$ cat config.mk
export PLATFORM = sky130hd
export DESIGN_NAME = ctu_channel_flat
export DESIGN_NICKNAME = d
export VERILOG_FILES = /design/src/shared/ctu_pkg.sv /design/src/shared/ctu_link_if.sv /design/src/rtl/ctu_prescaler.sv /design/src/rtl/ctu_channel.sv /design/src/flat_wrapper.sv
export VERILOG_INCLUDE_DIRS = /design/src /design/src/shared
export SDC_FILE = /design/constraint.sdc
export NUM_CORES = 1
export LEC_CHECK = 0
export BUFFER_PORTS_ARGS = -buffer_cell sky130_fd_sc_hd__buf_2
export CAP_MARGIN = 15
export CORE_MARGIN = 5
export CORE_UTILIZATION = 33
export CTS_BUF_LIST = sky130_fd_sc_hd__clkbuf_8
export DETAILED_ROUTE_END_ITERATION = 12
export PLACE_DENSITY = 0.58
export SYNTH_ARGS = -nofsm -noshare
export SYNTH_HDL_FRONTEND = slang
export SYNTH_SLANG_ARGS = --single-unit
$ cat constraint.sdc
create_clock -name mclk -period 5 [get_ports mclk]
set_input_delay 0.5 -clock mclk [delete_from_list [all_inputs] [get_ports mclk]]
set_output_delay 0.5 -clock mclk [all_outputs]
set_load 0.01 [all_outputs]
$ cat src/shared/ctu_consts.svh
/*
  Constants of the counter/timer unit: word bit positions, prescaler
  limits, reset values and the register map of the controller end.
  Assumes it is included by its bare name wherever a value is needed.
*/
// Overview of operation
// - Byte with bit zero set is control
// - Enabled channel requests interrupt at zero count
// - Interrupt enable changes without disturbing settings; here every control word rewrites all settings
// - Mode bit picks timer or counter operation
// - Timer prescaler divides by 16 or 256
// - Edge bit picks active trigger input edge
// - Timer starts automatically or on trigger edge
// - Announced next byte loads the time constant
// - Software reset stops until new constant
// - No counting before a time constant arrives
// - Constant spans 1 to 256, zero means 256
// - Software programs vector when interrupts used
// - Vector byte has bit zero clear
// - Channel fills vector bits two and one
// - Setup bit routes parallel port pins here
`ifndef CTU_CONSTS_SVH
`define CTU_CONSTS_SVH

// Bit positions inside a control word.
`define CTU_BIT_CTRL 0
`define CTU_BIT_SWRST 1
`define CTU_BIT_TCNEXT 2
`define CTU_BIT_TRIG 3
`define CTU_BIT_EDGE 4
`define CTU_BIT_PRE 5
`define CTU_BIT_MODE 6
`define CTU_BIT_IE 7

// Prescaler terminal counts for divide-by-16 and divide-by-256.
`define CTU_PRE16_LIM 8'h0F
`define CTU_PRE256_LIM 8'hFF

// Downcounter value from which the next step reaches zero.
`define CTU_CNT_LAST 8'h01

// Reset values.
`define CTU_TC_RST 8'h00
`define CTU_VEC_RST 5'h00
`define CTU_SETUP_RST 8'h00
`define CTU_MASK_RST 2'h0

// Bit of the system setup register that routes the port pins.
`define CTU_SETUP_PIN 0

// Controller register byte offsets on APB.
`define CTU_OFF_WORD 8'h00
`define CTU_OFF_STAT 8'h04
`define CTU_OFF_MASK 8'h08
`define CTU_OFF_VEC 8'h0C
`define CTU_OFF_SETUP 8'h10
`define CTU_OFF_ACK 8'h14

// Sticky status bits of the controller.
`define CTU_ST_REQ 0
`define CTU_ST_VEC 1

`endif

$ cat src/shared/ctu_pkg.sv
/*
  Types shared by the counter/timer unit ends.
  Assumes nothing beyond a SystemVerilog compiler.
*/
package ctu_pkg;

  // Channel run state.
  typedef enum logic [1:0] {
    CTU_STOPPED,
    CTU_WAIT_TRIG,
    CTU_RUNNING
  } ctu_state_e;

  typedef logic [7:0] ctu_byte_t;

endpackage

$ cat src/shared/ctu_link_if.sv
/*
  Link between the processor-side controller and the channel.
  Assumes both ends run on the same clock; all strobes last one cycle.
*/
`timescale 1ns/1ps
interface ctu_link_if;
  logic wrStb;
  logic [7:0] wrData;
  logic intAck;
  logic pinRoute;
  logic intReq;
  logic vecValid;
  logic [7:0] vecData;

  // Controller end: writes words and acknowledges interrupts.
  modport host (
    output wrStb,
    output wrData,
    output intAck,
    output pinRoute,
    input intReq,
    input vecValid,
    input vecData
  );

  // Channel end.
  modport dev (
    input wrStb,
    input wrData,
    input intAck,
    input pinRoute,
    output intReq,
    output vecValid,
    output vecData
  );
endinterface // ctu_link_if

$ cat src/rtl/ctu_prescaler.sv
/*
  Prescaler of the timer: a free counter that pulses at its limit.
  Assumes run is low whenever the channel is not timing, which
  restarts the division from zero.
*/
`timescale 1ns/1ps
`include "ctu_consts.svh"
module ctu_prescaler #(
  parameter int WIDTH = 8
) (
  input wire logic mclk,
  input wire logic nrst,
  input wire logic ce,
  input wire logic run,
  input wire logic [WIDTH-1:0] limit,
  output logic tick
);
  logic [WIDTH-1:0] cnt_r;

  // The tick is combinational so the downcounter steps in the same edge.
  assign tick = run & (cnt_r == limit);

  // Count while running, wrap at the limit, clear when stopped.
  always_ff @(posedge mclk or negedge nrst) begin
    if (!nrst) begin
      cnt_r <= '0;
    end else if (ce) begin
      if (!run || tick) begin
        cnt_r <= '0;
      end else begin
        cnt_r <= cnt_r + 1'b1;
      end
    end
  end
endmodule // ctu_prescaler

$ cat src/rtl/ctu_channel.sv
/*
  One counter/timer channel: decodes control, time constant and vector
  bytes, runs the downcounter and answers interrupt acknowledges.
  Assumes the controller keeps the byte order of the word protocol and
  that trigger pins are synchronous to mclk.
*/
`timescale 1ns/1ps
`include "ctu_consts.svh"
module ctu_channel (
  input wire logic mclk,
  input wire logic nrst,
  input wire logic ce,
  ctu_link_if.dev link,
  input wire logic [1:0] chanNum,
  input wire logic trigPin,
  input wire logic pioTrig,
  output logic zcOut,
  output logic pioOut,
  output logic [7:0] countVal
);
  ctu_pkg::ctu_state_e state_r;
  logic expectTc_r;
  logic ie_r;
  logic mode_r;
  logic pre_r;
  logic edge_r;
  logic trig_r;
  logic [7:0] tc_r;
  logic [7:0] cnt_r;
  logic [4:0] vec_r;
  logic trigPrev_r;
  logic intReq_r;
  logic vecValid_r;
  logic [7:0] vecData_r;
  logic zcOut_r;
  logic pioOut_r;
  logic trigSel;
  logic activeEdge;
  logic isTc;
  logic isCtrl;
  logic isVec;
  logic swRst;
  logic preTick;
  logic preRun;
  logic dec;
  logic zero;
  logic ackTake;
  logic [7:0] preLimit;

  // Every output is a flip-flop.
  assign link.intReq = intReq_r;
  assign link.vecValid = vecValid_r;
  assign link.vecData = vecData_r;
  assign zcOut = zcOut_r;
  assign pioOut = pioOut_r;
  assign countVal = cnt_r;

  // The trigger comes from the port pin when the setup bit routes it.
  assign trigSel = link.pinRoute ? pioTrig : trigPin;

  // Edge select: set means rising, clear means falling.
  assign activeEdge = edge_r ? (trigSel & ~trigPrev_r)
                             : (~trigSel & trigPrev_r);

  // Byte classification: an announced byte is always a time constant,
  // even with bit zero set, so the constant may take any value.
  assign isTc = link.wrStb & expectTc_r;
  assign isCtrl = link.wrStb & ~expectTc_r
                  & link.wrData[`CTU_BIT_CTRL];
  assign isVec = link.wrStb & ~expectTc_r
                 & ~link.wrData[`CTU_BIT_CTRL];
  assign swRst = isCtrl & link.wrData[`CTU_BIT_SWRST];

  // Prescaler only runs while timing.
  assign preRun = (state_r == ctu_pkg::CTU_RUNNING) & ~mode_r;
  assign preLimit = pre_r ? `CTU_PRE256_LIM : `CTU_PRE16_LIM;

  ctu_prescaler #(
    .WIDTH(8)
  ) u_pre (
    .mclk(mclk),
    .nrst(nrst),
    .ce(ce),
    .run(preRun),
    .limit(preLimit),
    .tick(preTick)
  );

  // Counter mode steps on trigger edges, timer mode on prescaler ticks.
  assign dec = (state_r == ctu_pkg::CTU_RUNNING)
               & (mode_r ? activeEdge : preTick);
  assign zero = dec & (cnt_r == `CTU_CNT_LAST);
  assign ackTake = link.intAck & intReq_r;

  // Trigger history for edge detection.
  always_ff @(posedge mclk or negedge nrst) begin
    if (!nrst) begin
      trigPrev_r <= 1'b0;
    end else if (ce) begin
      trigPrev_r <= trigSel;
    end
  end

  // Channel settings; a control word rewrites them all at once, so the
  // interrupt enable cannot be toggled without rewriting all the others.
  always_ff @(posedge mclk or negedge nrst) begin
    if (!nrst) begin
      ie_r <= 1'b0;
      mode_r <= 1'b0;
      pre_r <= 1'b0;
      edge_r <= 1'b0;
      trig_r <= 1'b0;
    end else if (ce && isCtrl) begin
      ie_r <= link.wrData[`CTU_BIT_IE];
      mode_r <= link.wrData[`CTU_BIT_MODE];
      pre_r <= link.wrData[`CTU_BIT_PRE];
      edge_r <= link.wrData[`CTU_BIT_EDGE];
      trig_r <= link.wrData[`CTU_BIT_TRIG];
    end
  end

  // Announcement flag for the next byte.
  always_ff @(posedge mclk or negedge nrst) begin
    if (!nrst) begin
      expectTc_r <= 1'b0;
    end else if (ce) begin
      if (isCtrl) begin
        expectTc_r <= link.wrData[`CTU_BIT_TCNEXT];
      end else if (isTc) begin
        expectTc_r <= 1'b0;
      end
    end
  end

  // Stored time constant; used at every reload.
  always_ff @(posedge mclk or negedge nrst) begin
    if (!nrst) begin
      tc_r <= `CTU_TC_RST;
    end else if (ce && isTc) begin
      tc_r <= link.wrData;
    end
  end

  // Vector: only the upper five bits are kept from software.
  always_ff @(posedge mclk or negedge nrst) begin
    if (!nrst) begin
      vec_r <= `CTU_VEC_RST;
    end else if (ce && isVec) begin
      vec_r <= link.wrData[7:3];
    end
  end

  // Run state. A constant loaded while running only changes the next
  // reload; a stopped channel starts on it, or in triggered timer mode waits for the trigger edge.
  always_ff @(posedge mclk or negedge nrst) begin
    if (!nrst) begin
      state_r <= ctu_pkg::CTU_STOPPED;
    end else if (ce) begin
      if (swRst) begin
        state_r <= ctu_pkg::CTU_STOPPED;
      end else begin
        case (state_r)
          ctu_pkg::CTU_STOPPED: begin
            if (isTc) begin
              if (!mode_r && trig_r) begin
                state_r <= ctu_pkg::CTU_WAIT_TRIG;
              end else begin
                state_r <= ctu_pkg::CTU_RUNNING;
              end
            end
          end
          ctu_pkg::CTU_WAIT_TRIG: begin
            if (activeEdge) begin
              state_r <= ctu_pkg::CTU_RUNNING;
            end
          end
          ctu_pkg::CTU_RUNNING: begin
            state_r <= ctu_pkg::CTU_RUNNING;
          end
          default: begin
            state_r <= ctu_pkg::CTU_STOPPED;
          end
        endcase
      end
    end
  end

  // Downcounter. A loaded zero wraps through 255 and so counts 256.
  always_ff @(posedge mclk or negedge nrst) begin
    if (!nrst) begin
      cnt_r <= `CTU_TC_RST;
    end else if (ce) begin
      if (isTc && state_r == ctu_pkg::CTU_STOPPED) begin
        cnt_r <= link.wrData;
      end else if (zero) begin
        cnt_r <= tc_r;
      end else if (dec) begin
        cnt_r <= cnt_r - 8'h01;
      end
    end
  end

  // Zero-count pulses; the port pin copy only while routed.
  always_ff @(posedge mclk or negedge nrst) begin
    if (!nrst) begin
      zcOut_r <= 1'b0;
      pioOut_r <= 1'b0;
    end else if (ce) begin
      zcOut_r <= zero;
      pioOut_r <= zero & link.pinRoute;
    end
  end

  // Interrupt request: a new zero count wins over acknowledge or reset
  // in the same cycle, so no event is lost.
  always_ff @(posedge mclk or negedge nrst) begin
    if (!nrst) begin
      intReq_r <= 1'b0;
    end else if (ce) begin
      if (zero && ie_r) begin
        intReq_r <= 1'b1;
      end else if (ackTake || swRst) begin
        intReq_r <= 1'b0;
      end
    end
  end

  // Vector answer, one cycle after an acknowledge of a pending request.
  always_ff @(posedge mclk or negedge nrst) begin
    if (!nrst) begin
      vecValid_r <= 1'b0;
      vecData_r <= 8'h00;
    end else if (ce) begin
      vecValid_r <= ackTake;
      if (ackTake) begin
        vecData_r <= {vec_r, chanNum, 1'b0};
      end
    end
  end
endmodule // ctu_channel

$ cat src/flat_wrapper.sv
// flat-port wrapper written by rule: the top's interface ports become plain ports
module ctu_channel_flat 
  (mclk, nrst, ce, chanNum, trigPin, pioTrig, zcOut, pioOut, countVal, link_wrStb, link_wrData, link_intAck, link_pinRoute, link_intReq, link_vecValid, link_vecData);
  ctu_link_if link_i ();
  input wire logic mclk;
  input wire logic nrst;
  input wire logic ce;
  input wire logic [1:0] chanNum;
  input wire logic trigPin;
  input wire logic pioTrig;
  output logic zcOut;
  output logic pioOut;
  output logic [7:0] countVal;
  input wire logic [$bits(link_i.wrStb)-1:0] link_wrStb;
  input wire logic [$bits(link_i.wrData)-1:0] link_wrData;
  input wire logic [$bits(link_i.intAck)-1:0] link_intAck;
  input wire logic [$bits(link_i.pinRoute)-1:0] link_pinRoute;
  output wire logic [$bits(link_i.intReq)-1:0] link_intReq;
  output wire logic [$bits(link_i.vecValid)-1:0] link_vecValid;
  output wire logic [$bits(link_i.vecData)-1:0] link_vecData;
  assign link_i.wrStb = link_wrStb;
  assign link_i.wrData = link_wrData;
  assign link_i.intAck = link_intAck;
  assign link_i.pinRoute = link_pinRoute;
  assign link_intReq = link_i.intReq;
  assign link_vecValid = link_i.vecValid;
  assign link_vecData = link_i.vecData;
  ctu_channel u_core (.mclk(mclk), .nrst(nrst), .ce(ce), .link(link_i), .chanNum(chanNum), .trigPin(trigPin), .pioTrig(pioTrig), .zcOut(zcOut), .pioOut(pioOut), .countVal(countVal));
endmodule
## Word level (Yosys, flattened, before mapping)

Index checks and enable logic that the tools add are counted.

- Bits in registers: 49
- Input bits: 18
- Output and inout bits: 20
- Word-level logic and storage cells: 79

- $add $sub $neg: 2
- Equality and inequality tests: 6
- Mux-type cells: 17
- Bitwise operators: 18
- Reductions and logical operators: 19

Operators with widths:

| cell | count |
|---|---|
| 2-to-1 mux 8 bit | 5 |
| AND 1 bit | 13 |
| adder 8 x 1 -> 8 bit, second input constant | 1 |
| equality test 8 x 1 -> 1 bit, second input constant | 1 |
| equality test 8 bit | 1 |
| 2-to-1 mux 2 bit | 4 |
| AND reduction 2 bit | 4 |
| subtractor 8 x 1 -> 8 bit, second input constant | 1 |
| 2-to-1 mux 1 bit | 7 |
| logical AND 1 bit | 6 |
| != test 3 x 1 -> 1 bit, second input constant | 2 |
| case mux 2 bit (3 select lines) | 1 |
| NOT 1 bit | 5 |
| nonzero test 2 bit | 2 |
| AND reduction 3 bit | 1 |
| nonzero test 3 bit | 1 |
| equality test 2 x 1 -> 1 bit, second input constant | 1 |
| equality test 2 bit, second input constant | 1 |
| logical NOT 1 bit | 2 |
| logical NOT 2 bit | 1 |
| logical OR 1 bit | 2 |

## Depth between registers and ports, before layout

Gate-level depths: netlist (run 1).

- Word-level depth: 10
- Depth in mapped cells: 8
- Mapped depth without buffers: 7

## Cells and area by module

A second synthesis (run 1) with hierarchy kept.

- Cells, all modules: 230
- Area, all modules: 2618.8 um^2

By module, submodules not included:

| module | instances | cells each | area each (um^2) | sequential area each (um^2) |
|---|---|---|---|---|
| ctu_channel | 1 | 177 | 2094.5 | 1026.0 |
| ctu_prescaler | 1 | 53 | 524.3 | 200.2 |

## Worst setup path before layout (run 1)

OpenSTA, ideal clock, no wires.

- Kind: input to register
- Start point: in link_pinRoute
- End point: reg u_core.cnt_r[5] (netlist: u_core.countVal[5])
- Setup time: 0.135 ns
- Data arrival time: 2.138 ns
- Required time: 4.865 ns
- Path slack: 2.726 ns
- Stages: 6
- Path through: mux2_2 mux2i_1 or4b_2 clkdlybuf4s15_1 a22oi_1 a211oi_1

- Word-level cells in the longest chain between the ends: 9

RTL lines:

| element | line | source |
|---|---|---|
| start: declaration | flat_wrapper.sv:17 | `input wire logic [$bits(link_i.pinRoute)-1:0] link_pinRoute;` |
| 2-to-1 mux 1 bit * | ctu_channel.sv:59 | `assign trigSel = link.pinRoute ? pioTrig : trigPin;` |
| NOT 1 bit | ctu_channel.sv:63 | `: (~trigSel & trigPrev_r);` |
| AND 1 bit | ctu_channel.sv:63 |  |
| 2-to-1 mux 1 bit * | ctu_channel.sv:62 | `assign activeEdge = edge_r ? (trigSel & ~trigPrev_r)` |
| 2-to-1 mux 1 bit * | ctu_channel.sv:91 | `& (mode_r ? activeEdge : preTick);` |
| AND 1 bit * | ctu_channel.sv:91 |  |
| AND 1 bit | ctu_channel.sv:92 | `` assign zero = dec & (cnt_r == `CTU_CNT_LAST); `` |
| nonzero test 3 bit (no source line) / 2-to-1 mux 8 bit (equally long branches) | - |  |
| AND reduction 2 bit (no source line) / 2-to-1 mux 8 bit (equally long branches) | - |  |
| end signal: assignment | ctu_channel.sv:191 | `` cnt_r <= `CTU_TC_RST; `` |
| end signal: assignment | ctu_channel.sv:194 | `cnt_r <= link.wrData;` |
| end signal: assignment | ctu_channel.sv:196 | `cnt_r <= tc_r;` |
| end: declaration | ctu_channel.sv:29 | `logic [7:0] cnt_r;` |

Every way passes the cells marked *; elsewhere a longest branch is shown, timed or not.
A chain may end at the register's enable or synchronous reset.

## Worst setup path in the final report (run 1)

- Start point: reg u_core.cnt_r[1] (netlist: u_core.countVal[1])
- End point: reg u_core.cnt_r[0] (netlist: u_core.countVal[0])

- Word-level cells in the longest chain between the ends: 4

RTL lines:

| element | line |
|---|---|
| equality test 8 x 1 -> 1 bit (no source line) * | - |
| AND 1 bit * | ctu_channel.sv:92 |
| nonzero test 3 bit (no source line) / 2-to-1 mux 8 bit (equally long branches) | - |
| AND reduction 2 bit (no source line) / 2-to-1 mux 8 bit (equally long branches) | - |

Marked as above.

==> results by group, run 1 <==
Status
  – Outcome: finished, final reports clean

GRT
  – Layer with the highest usage: met1
  – M3 GR Usage: 2.082%
  – Gr usage total: 12.21%
  – M2 GR Usage: 17.92%
  – Largest net degree at the start of global routing: 50
  – First-pass GRT wire length: 9.377 mm
  – Overflow after GRT: 0
  – Initial antenna violation count: 0
  – Vias in the first global route: 1,801
  – Met1 Use GR: 17.95%

STA
  – Final Setup Violations: 0
  – Max Fclk: 424.1 MHz
  – Fin Setup TNS: 0 ns
  – RSZ-0062 raised after global routing: no
  – Post-route worst setup slack: 2.642 ns
  – Slew @ Worst Pin: 0.7346 ns
  – Fin. Hold Viols: 0
  – Fin. max-slew vios: 0
  – Relative slew margins: 50.65%
  – Minimum clock period: 2.358 ns
  – Clk_skew: 0.01634 ns
  – Fin crit share: 47.16%

Floorplan
  – Rows: 32
  – Die Area: 9522 sq um
  – Die height: 97.58 um
  – Starting Density: 33.27%
  – I/O pins: 38
  – Total core area: 7607 sq um
  – Die width: 97.58 um

Clock tree
  – CTS resizes: 0
  – Hold buffer count at CTS: 0
  – Post-CTS Setup Repair Bufs: 0
  – H-tree depth: 2
  – Clock sinks: 49
  – Worst-path clk slew: 0.11 ns
  – CTS tree: built
  – Worst-Skew Late Latency: 0.32 ns
  – Root buf cell: clkbuf_8
  – Clk buf depth: 2
  – Total CTS buffers: 5

Setup path
  – Endpoint class of the critical path: flop
  – Worst-path maximum fanout: 7
  – Startpoint Class: flop
  – Critical-path top delay cell: nor3b_1
  – Data required, critical path: 5.19 ns
  – Reg-to-Reg End: u_core.countVal[0]$_DFFE_PN0P_
  – CP arrival: 2.55 ns
  – R2R depth: 7
  – Reg-to-reg startpoint: u_core.countVal[1]$_DFFE_PN0P_
  – Setup crit start: u_core.countVal[1]$_DFFE_PN0P_
  – Worst Path Class, Setup: reg2reg
  – R2R Setup Slk: 2.64 ns
  – Worst path max stage delay: 0.60 ns
  – End point of the critical path: u_core.countVal[0]$_DFFE_PN0P_
  – CP Cell Sequence: inv_1, ha_1, nor3b_1, nand2_1, mux2_2, a21boi_1, a211o_1

Placed design
  – Setup WS pre-CTS: 2.623 ns
  – Dpl hpwl: 4.123 mm
  – # port buffers: 36
  – Final Wtd Congestion: 0.8369

Layout
  – Area growth syn-to-layout: 13.89%
  – Fillers: 801
  – Nets: 288
  – Most frequent cells in the layout: dfrtp_1, buf_2, mux2_2, o21ai_0
  – Diode count: 0
  – Most common cell after layout, fill and taps aside: dfrtp_1
  – Share of layout cells above drive strength 1: 32.58%

Power and ir drop
  – Pwr Density: 426.3 nW/um^2
  – Lkg Pwr: 1.336 nW
  – Maximum VDD drop: 160.9 uV

Routing
  – Via Count: 1,838
  – Residual DRC: 0
  – Drt pass-1 iters: 4
  – Wirelength, routed: 5.662 mm
  – WL/cell: 15.47 um
  – Avg Vias per Cell: 5.022
  – Initial DRC Count: 110
  – Routed Antenna Nets: 0

Synthesis
  – Net Count, Synth: 251
  – Avg Cell Area, Syn: 11.20 sq um
  – Sequential share of the synthesized area: 48.44%
  – Syn Inst Count: 226
  – Ys flop type: dfrtp_1
  – Syn Std Cell Area: 2531 sq um
  – FF+latch count, synth: 49
  – FFs w/ async S/R, synth: 100.0%
  – Number of flops mapped to enable cells by yosys: 0
  – Synth cell types: 47
  – Warnings from Yosys: 0

Hold path
  – Worst min-delay path category: in2async

Job
  – Max-cap violations: 0
==> critical path, delay by kind of cell, from the launching register on <==
| kind | cells | cell delay, ns |
|---|---|---|
| buffers and inverters | 1 | 0.10 |
| and+or+nand+nor | 2 | 0.87 |
| DFF | 1 | 0.41 |
| adders and majority gates | 1 | 0.16 |
| muxes | 1 | 0.32 |
| AOI/OAI and AO/OA | 2 | 0.39 |
==> where the power goes <==
group          switching [mW]  internal, mW
logic                   0.205         0.195
registers              0.0904         0.485
clock network           0.150         0.104
total                   0.445         0.784
==> sequential cells by signal, indices dropped and copies added, names as in the netlist <==
signal	count
u_core.countVal	8
u_core.tc_r	8
u_core.u_pre.cnt_r	8
u_core.link.vecData	7
u_core.vec_r	5
u_core.state_r	2
u_core.edge_r	1
u_core.expectTc_r	1
u_core.ie_r	1
u_core.link.intReq	1
u_core.link.vecValid	1
u_core.mode_r	1
u_core.pioOut	1
u_core.pre_r	1
u_core.trigPrev_r	1
u_core.trig_r	1
u_core.zcOut	1
==> worst min-delay path by stage <==
stage                                          to  cells after the start
2_1_floorplan      u_core.countVal[0]$_DFFE_PN0P_                      0
3_3_place_gp           u_core.tc_r[2]$_DFFE_PN0P_                      2
3_5_place_dp   u_core.link.vecData[4]$_DFFE_PN0P_                      1
4_1_cts                  u_core.pre_r$_DFFE_PN0P_                      2
5_1_grt                 u_core.mode_r$_DFFE_PN0P_                      2
6_report                 u_core.pre_r$_DFFE_PN0P_                      2
==> Yosys cell counts (all sizes together), types with 2 or more instances <==
cell type | count | area, sq um
nor2 | 9 | 33.78
ha | 7 | 87.58
o21ai | 14 | 73.82
or4 | 2 | 18.77
nor3b | 4 | 30.03
dfrtp | 49 | 1226
mux2 | 31 | 349.1
buf | 4 | 41.29
a211oi | 4 | 30.03
xnor2 | 2 | 17.52
a22oi | 3 | 22.52
mux2i | 4 | 40.04
and3 | 5 | 32.53
o22ai | 2 | 12.51
nand2 | 12 | 45.04
xor2 | 3 | 26.28
o211ai | 2 | 15.01
clkbuf | 2 | 7.510
nor2b | 5 | 31.28
nand2b | 3 | 18.77
a221o | 3 | 30.03
nor3 | 5 | 25.02
nand3 | 7 | 35.03
a22o | 2 | 18.77
nand4 | 3 | 18.77
inv | 12 | 45.04
a21oi | 12 | 60.06
==> per-layer routing <==
layer	wire, um	vias to the layer above
met1	2884	885
met2	2520	47
met3	183	6
met5	0	-
met4	74	0
li1	-	900
==> cell type report <==
type	count	area (sq um)	share of cell area (%)
multi-input cells	158	1201	41.67
clock buffers	5	68.82	2.387
inverters	12	45.04	1.563
well taps	102	127.6	4.427
clock inverters	3	26.28	0.9115
flip-flops and latches	49	1226	42.53
repair buffers	37	187.7	6.510
==> logic make-up after synthesis <==
logic type	share of synthesized area, %
xor+xnor	1.730
flops	48.44
other cells	0.1482
buf+inv	4.103
mux	15.37
compound gates	13.69
fa+ha+maj	3.460
simple gates	13.05
==> stage by stage <==
stage / hold slack, ns / utilization [%] / cells / power (mW) / cell area (sq um)
global route: 0.3396 / 37.89 / 366 / 1.314 / 2883
CTS: 0.3087 / 37.89 / 366 / 1.240 / 2883
global placement: 0.4676 / 36.64 / 358 / 0.9722 / 2788
detailed placement: 0.4920 / 36.64 / 358 / 0.9818 / 2788
finish: 0.2851 / 37.89 / 366 / 1.229 / 2883
floorplan: 0.2044 / - / 226 / 0.8548 / 2531
Power figures use the tool's default switching activity.
==> run 2: changes to the inputs <==
--- a/config.mk
+++ b/config.mk
@@ -6,13 +6,14 @@
 export SDC_FILE = /design/constraint.sdc
 export NUM_CORES = 1
 export LEC_CHECK = 0
+export ABC_AREA = 1
 export BUFFER_PORTS_ARGS = -buffer_cell sky130_fd_sc_hd__buf_2
 export CAP_MARGIN = 15
 export CORE_MARGIN = 5
 export CORE_UTILIZATION = 33
 export CTS_BUF_LIST = sky130_fd_sc_hd__clkbuf_8
 export DETAILED_ROUTE_END_ITERATION = 12
-export PLACE_DENSITY = 0.58
+export PLACE_DENSITY = 0.6
 export SYNTH_ARGS = -nofsm -noshare
 export SYNTH_HDL_FRONTEND = slang
 export SYNTH_SLANG_ARGS = --single-unit
==> constraint.sdc (replaced) <==
create_clock -name mclk -period 2 [get_ports mclk]
set_input_delay 0.2 -clock mclk [delete_from_list [all_inputs] [get_ports mclk]]
set_output_delay 0.2 -clock mclk [all_outputs]
set_load 0.01 [all_outputs]
==> run 2 against run 1 <==
- the flow now finishes with violations (negative hold slack)
- count of clock-buffer cells in the layout unchanged
- core utilization rose by 0.79 points
- combinational power rose to 3.1 times the previous value
- critical path depth increased by 2
- cell count grew 22%
- final area is 3.2% higher
- clock power rose to 2.9 times the previous value
- critical endpoint is now u_core.countVal[6]$_DFFE_PN0P_
==> results by group, run 2 <==
Setup path
  – WP depth: 9
  – Worst Path Buf+Inv: 1
  – CP arrival: 1.95 ns
  – R2R depth: 9
  – Startpoint Class: flop
  – Worst-path maximum fanout: 10
  – R2R Setup Slk: 0.24 ns
  – Delay-heaviest family, CP: simple AND/OR/NAND/NOR gates
  – Worst path max stage delay: 0.41 ns
  – End point of the critical path: u_core.countVal[6]$_DFFE_PN0P_
  – CP Cell Sequence: inv_1, ha_1, nand3_1, nor3_4, nand3_4, nand2_1, nand3_1, nand2_1, o21ai_0
  – Critical-path top delay cell: dfrtp_1
  – Reg-to-Reg End: u_core.countVal[6]$_DFFE_PN0P_
  – Setup crit start: u_core.countVal[1]$_DFFE_PN0P_
  – Reg-to-reg startpoint: u_core.countVal[1]$_DFFE_PN0P_
  – Endpoint class of the critical path: flop
  – Data required, critical path: 2.19 ns
  – Worst Path Class, Setup: reg2reg

Power and ir drop
  – Switching pwr: 1.333 mW
  – Lkg Pwr: 1.539 nW
  – Comb pwr share: 35.7%
  – Internal power: 2.108 mW
  – Clock network power share: 21.3%
  – Sw frac: 38.74%
  – Pwr Density: 1157 nW/um^2
  – Reg power frac: 43.0%
  – Total Power: 3.441 mW
  – Maximum VDD drop: 582.0 uV

STA
  – Fin crit share: 87.96%
  – RSZ-0062 raised after global routing: no
  – Minimum clock period: 1.759 ns
  – Fin Setup TNS: 0 ns
  – Slew @ Worst Pin: 0.6287 ns
  – Fin. Hold Viols: 35
  – Post-route worst setup slack: 0.2408 ns
  – Final Setup Violations: 0
  – Relative slew margins: 58.09%
  – Clk_skew: 0.004381 ns
  – Fin. max-slew vios: 0
  – Max Fclk: 568.4 MHz
  – Final hold slack: -0.02073 ns

Placed design
  – Setup WS pre-CTS: 0.2763 ns
  – # port buffers: 36
  – Dpl hpwl: 4.222 mm
  – Final Wtd Congestion: 0.9187

Floorplan
  – Starting Density: 33.63%
  – Die height: 98.51 um
  – Rows: 32
  – Die width: 98.51 um
  – Total core area: 7687 sq um
  – I/O pins: 38
  – Die Area: 9703 sq um

Routing
  – Routed Antenna Nets: 0
  – Top Metal Used: met4
  – Residual DRC: 0
  – Met3 WL post-DR: 256 um
  – WL/cell: 12.80 um
  – Wirelength, routed: 5.694 mm
  – Initial DRC Count: 98
  – Via Count: 2,068
  – Met2 Wirelength: 2.428 mm
  – Drt pass-1 iters: 4
  – Avg Vias per Cell: 4.647
  – Met1 WL: 2.936 mm

Status
  – Outcome: complete, but fails checks
  – Violated checks: negative hold slack

Clock tree
  – Post-CTS Setup Repair Bufs: 0
  – CTS tree: built
  – CTS resizes: 0
  – Total CTS buffers: 5
  – H-tree depth: 2
  – Clk buf depth: 2
  – Clock sinks: 49
  – Root buf cell: clkbuf_8
  – Worst-path clk slew: 0.09 ns
  – Hold buffer count at CTS: 0
  – Worst-Skew Late Latency: 0.31 ns

GRT
  – Vias in the first global route: 2,027
  – Initial antenna violation count: 0
  – Largest net degree at the start of global routing: 50
  – Overflow after GRT: 0
  – Gr usage total: 12.56%
  – First-pass GRT wire length: 9.860 mm

Synthesis
  – Number of flops mapped to enable cells by yosys: 0
  – Net Count, Synth: 328
  – Syn Inst Count: 303
  – Top cells by count, synth: nand2_1, dfrtp_1, nor2_1, inv_1, o21ai_0
  – Ys flop type: dfrtp_1
  – FFs w/ async S/R, synth: 100.0%
  – Top-count cell post-synth: nand2_1
  – Share of the synthesized area in the top cell type: 47.43%
  – Avg Cell Area, Syn: 8.531 sq um
  – FF+latch count, synth: 49
  – Sequential share of the synthesized area: 47.43%
  – Synth cell types: 33
  – Synth area leader: dfrtp_1
  – Syn Std Cell Area: 2585 sq um
  – Warnings from Yosys: 0
  – Synth top area cells: dfrtp_1, nand2_1, nor2_1

Layout
  – Share of layout cells above drive strength 1: 21.87%
  – Most frequent cells in the layout: nand2_1, dfrtp_1, nor2_1, buf_2, inv_1
  – Nets: 367
  – Diode count: 0
  – Most common cell after layout, fill and taps aside: nand2_1
  – Area growth syn-to-layout: 15.05%

Hold path
  – Worst min-delay path category: in2async

Job
  – Max-cap violations: 0
-- run 2: cell count changes after synthesis, sizes merged, moves of 5 or more --
| cell | before | now |
|---|---|---|
| nor2b | 5 | 0 |
| a21oi | 12 | 4 |
| nand2 | 12 | 68 |
| inv | 12 | 35 |
| o21ai | 14 | 29 |
| nand3 | 7 | 24 |
| nand4 | 3 | 10 |
| nor2 | 9 | 39 |
| mux2 | 31 | 9 |
| and3 | 5 | 0 |
-- run 2: worst min-delay path by stage --
stage               start                           endpoint
floorplan            nrst     u_core.countVal[0]$_DFFE_PN0P_
global placement     nrst         u_core.tc_r[1]$_DFFE_PN0P_
detailed placement   nrst         u_core.tc_r[0]$_DFFE_PN0P_
CTS                  nrst      u_core.state_r[1]$_DFFE_PN0P_
global route         nrst  u_core.u_pre.cnt_r[4]$_DFFE_PN0P_
finish               nrst         u_core.tc_r[0]$_DFFE_PN0P_
-- run 2: final cells by class --
class	count	area [sq um]
Clock buffer	5	68.82
Clock inverter	3	46.29
Fill cell	822	4713
Inverter	37	143.9
Multi-Input combinational cell	210	1159
Sequential cell	49	1226
Tap cell	102	127.6
Timing Repair Buffer	39	202.7
-- run 2: power by group through the flow --
stage | combinational (mW) | sequential, mW | clock, mW
6_report | 1.23 | 1.48 | 0.732
5_1_grt | 1.42 | 1.52 | 0.793
4_1_cts | 1.24 | 1.48 | 0.757
3_5_place_dp | 1.24 | 1.49 | 0
3_3_place_gp | 1.20 | 1.49 | 0
2_1_floorplan | 0.922 | 1.48 | 0
-- run 2: per-layer routing --
metal | up-vias | track usage [%]
li1 | 1053 | -
met1 | 968 | 18.62
met2 | 43 | 17.68
met3 | 4 | 2.548
met4 | 0 | 5.357
met5 | - | 0
-- run 2: cells by family after synthesis --
| logic type | after synthesis | share of synthesized area, % |
|---|---|---|
| compound gates | 38 | 8.325 |
| xor+xnor | 8 | 2.711 |
| fa+ha+maj | 7 | 3.388 |
| buf+inv | 44 | 7.745 |
| flops | 49 | 47.43 |
| mux | 9 | 3.921 |
| other cells | 1 | 0.1451 |
| simple gates | 147 | 26.33 |
-- run 2: per-stage QoR --
| stage | cell area (sq um) | utilization (%) | cells |
|---|---|---|---|
| finish | 2974 | 38.69 | 445 |
| global route | 2974 | 38.69 | 445 |
| CTS | 2974 | 38.69 | 445 |
| detailed placement | 2859 | 37.19 | 437 |
| global placement | 2859 | 37.19 | 437 |
| floorplan | 2585 | - | 303 |
==> run 3: changes to the inputs <==
--- a/config.mk
+++ b/config.mk
@@ -6,14 +6,15 @@
 export SDC_FILE = /design/constraint.sdc
 export NUM_CORES = 1
 export LEC_CHECK = 0
-export ABC_AREA = 1
+export ABC_AREA = 0
 export BUFFER_PORTS_ARGS = -buffer_cell sky130_fd_sc_hd__buf_2
 export CAP_MARGIN = 15
 export CORE_MARGIN = 5
-export CORE_UTILIZATION = 33
+export CORE_UTILIZATION = 53
 export CTS_BUF_LIST = sky130_fd_sc_hd__clkbuf_8
 export DETAILED_ROUTE_END_ITERATION = 12
-export PLACE_DENSITY = 0.6
+export GPL_TIMING_DRIVEN = 1
+export PLACE_DENSITY = 0.85
 export SYNTH_ARGS = -nofsm -noshare
 export SYNTH_HDL_FRONTEND = slang
 export SYNTH_SLANG_ARGS = --single-unit
==> run 3 against run 2 <==
- largest power group unchanged
- core utilization rose by 26 points
- hold slack barely moved
- routed wire length fell by 3.3%
- clock power fell by 3.8%
- worst setup slack got worse by 0.37 ns
- critical path depth fell by 4
- register-to-register slack got worse by 0.37 ns
- power fell by 3.5%
- critical path type unchanged
- combinational power barely moved
- the flow finishes with violations (negative hold slack, negative setup slack)
- first-iteration DRC count rose by 72%
- clock skew rose by 0.00065 ns
- maximum frequency fell by 17%
==> results by group, run 3 (synthesis results as in run 1) <==
Clock tree
  – Clk buf depth: 2
  – Root buf cell: clkbuf_8
  – Hold buffer count at CTS: 0
  – Worst-path clk slew: 0.09 ns
  – Clock sinks: 49
  – Worst-Skew Late Latency: 0.30 ns
  – Total CTS buffers: 5
  – CTS tree: built
  – H-tree depth: 2

GRT
  – Overflow after GRT: 0
  – Largest net degree at the start of global routing: 50
  – First-pass GRT wire length: 9.584 mm
  – Gr usage total: 19.45%
  – Initial antenna violation count: 0
  – Vias in the first global route: 2,052

Floorplan
  – Die width: 79.11 um
  – Die Area: 6258 sq um
  – Die height: 79.11 um
  – Rows: 25
  – Starting Density: 53.95%
  – I/O pins: 38
  – Total core area: 4692 sq um

Setup path
  – CP arrival: 2.32 ns
  – Delay-heaviest family, CP: simple AND/OR/NAND/NOR gates
  – Setup crit start: u_core.pre_r$_DFFE_PN0P_
  – Reg-to-reg startpoint: u_core.pre_r$_DFFE_PN0P_
  – R2R Setup Slk: -0.13 ns
  – End point of the critical path: u_core.countVal[5]$_DFFE_PN0P_
  – Worst path max stage delay: 0.60 ns
  – R2R depth: 5
  – Worst Path Buf+Inv: 0
  – Worst Path Class, Setup: reg2reg
  – Reg-to-Reg End: u_core.countVal[5]$_DFFE_PN0P_
  – Startpoint Class: flop
  – Endpoint class of the critical path: flop
  – CP Cell Sequence: or4_1, o22a_2, or4_4, a22oi_2, a211oi_2
  – WP depth: 5
  – Worst-path maximum fanout: 8
  – Critical-path top delay cell: or4_4
  – Data required, critical path: 2.19 ns

STA
  – Relative slew margins: 59.67%
  – Final Setup Violations: 8
  – Post-route worst setup slack: -0.1280 ns
  – Slew @ Worst Pin: 0.6050 ns
  – Minimum clock period: 2.128 ns
  – Fin. max-slew vios: 0
  – Final hold slack: -0.02036 ns
  – RSZ-0062 raised after global routing: yes
  – Fin. Hold Viols: 28
  – Fin crit share: 106.4%
  – Clk_skew: 0.005034 ns
  – Max Fclk: 469.9 MHz

Routing
  – Routed Antenna Nets: 0
  – WL/cell: 16.25 um
  – Wirelength, routed: 5.508 mm
  – Avg Vias per Cell: 5.850
  – Drt pass-1 iters: 4
  – Residual DRC: 0
  – Via Count: 1,983
  – Initial DRC Count: 169

Power and ir drop
  – Total Power: 3.320 mW
  – Maximum VDD drop: 584.1 uV
  – Lkg Pwr: 1.454 nW
  – Pwr Density: 1090 nW/um^2

Layout
  – Share of layout cells above drive strength 1: 39.65%
  – Fillers: 366
  – Most common cell after layout, fill and taps aside: dfrtp_1
  – Design area: 3045 sq um
  – Most frequent cells in the layout: dfrtp_1, buf_2, mux2_2, buf_4
  – Diode count: 0
  – Post-Layout Cell Count: 339
  – Nets: 309
  – Area growth syn-to-layout: 20.32%

Placed design
  – Dpl hpwl: 4.221 mm
  – Final Wtd Congestion: 0.8140
  – Setup WS pre-CTS: -0.1006 ns
  – Placed Area: 2888 sq um
  – Inst Count DP: 330
  – # port buffers: 36

Hold path
  – Worst min-delay path category: in2async

Status
  – Outcome: complete, but fails checks
  – Violated checks: negative hold slack, negative setup slack

Job
  – Max-cap violations: 0
-- run 3: area by class of cell --
class	instances	area, sq um	area share, %
clock buffers	5	68.82	2.260
clock inverters	3	43.79	1.438
repair buffers	58	345.3	11.34
flip-flops and latches	49	1226	40.26
multi-input cells	158	1249	41.00
inverters	12	45.04	1.479
well taps	54	67.56	2.219
-- run 3: timing repair --
| item | CTS | global route |
|---|---|---|
| setup endpoints to repair | 8 | 12 |
| gates resized for setup | 1 | 7 |
| pin swaps | 0 | 4 |
| buffers inserted | 1 | 0 |
-- run 3: how the worst min path moves through the flow --
stage	cells after the start	end	slack (ns)
finish	2	u_core.u_pre.cnt_r[6]$_DFFE_PN0P_	-0.02
global placement	2	u_core.pioOut$_DFFE_PN0P_	0.33
detailed placement	2	u_core.u_pre.cnt_r[6]$_DFFE_PN0P_	0.34
CTS	2	u_core.link.vecData[1]$_DFFE_PN0P_	0.0006
floorplan	0	u_core.countVal[0]$_DFFE_PN0P_	-0.1
global route	2	u_core.state_r[0]$_DFFE_PN0P_	0.04
-- run 3: stage by stage --
stage / TNS (ns) / util, %
finish: -0.7563 / 64.91
global route: -1.165 / 64.91
CTS: -0.4998 / 64.19
detailed placement: -0.5043 / 61.55
global placement: -0.1023 / 61.55
floorplan: -0.6298 / -
-- run 3: power by group --
| group | total (mW) | internal (mW) | switching [mW] |
|---|---|---|---|
| Combinational | 1.20 | 0.605 | 0.597 |
| Clock | 0.704 | 0.375 | 0.329 |
| Sequential | 1.41 | 1.21 | 0.201 |
-- run 3: worst register-to-register path, delay by kind of cell, from the launching register on --
kind	cells	cell delay, ns
and+or+nand+nor	2	1.12
AOI/OAI and AO/OA	3	0.53
DFF	1	0.38
-- run 3: layer usage --
layer	wire, um	part of all wire (%)	up-vias	global-route usage, %
li1	-	-	939	-
met1	2381	43	966	25.76
met2	2662	48	70	31.40
met3	375	6.8	8	4.762
met4	89	1.6	0	6.357
met5	0	0	-	0
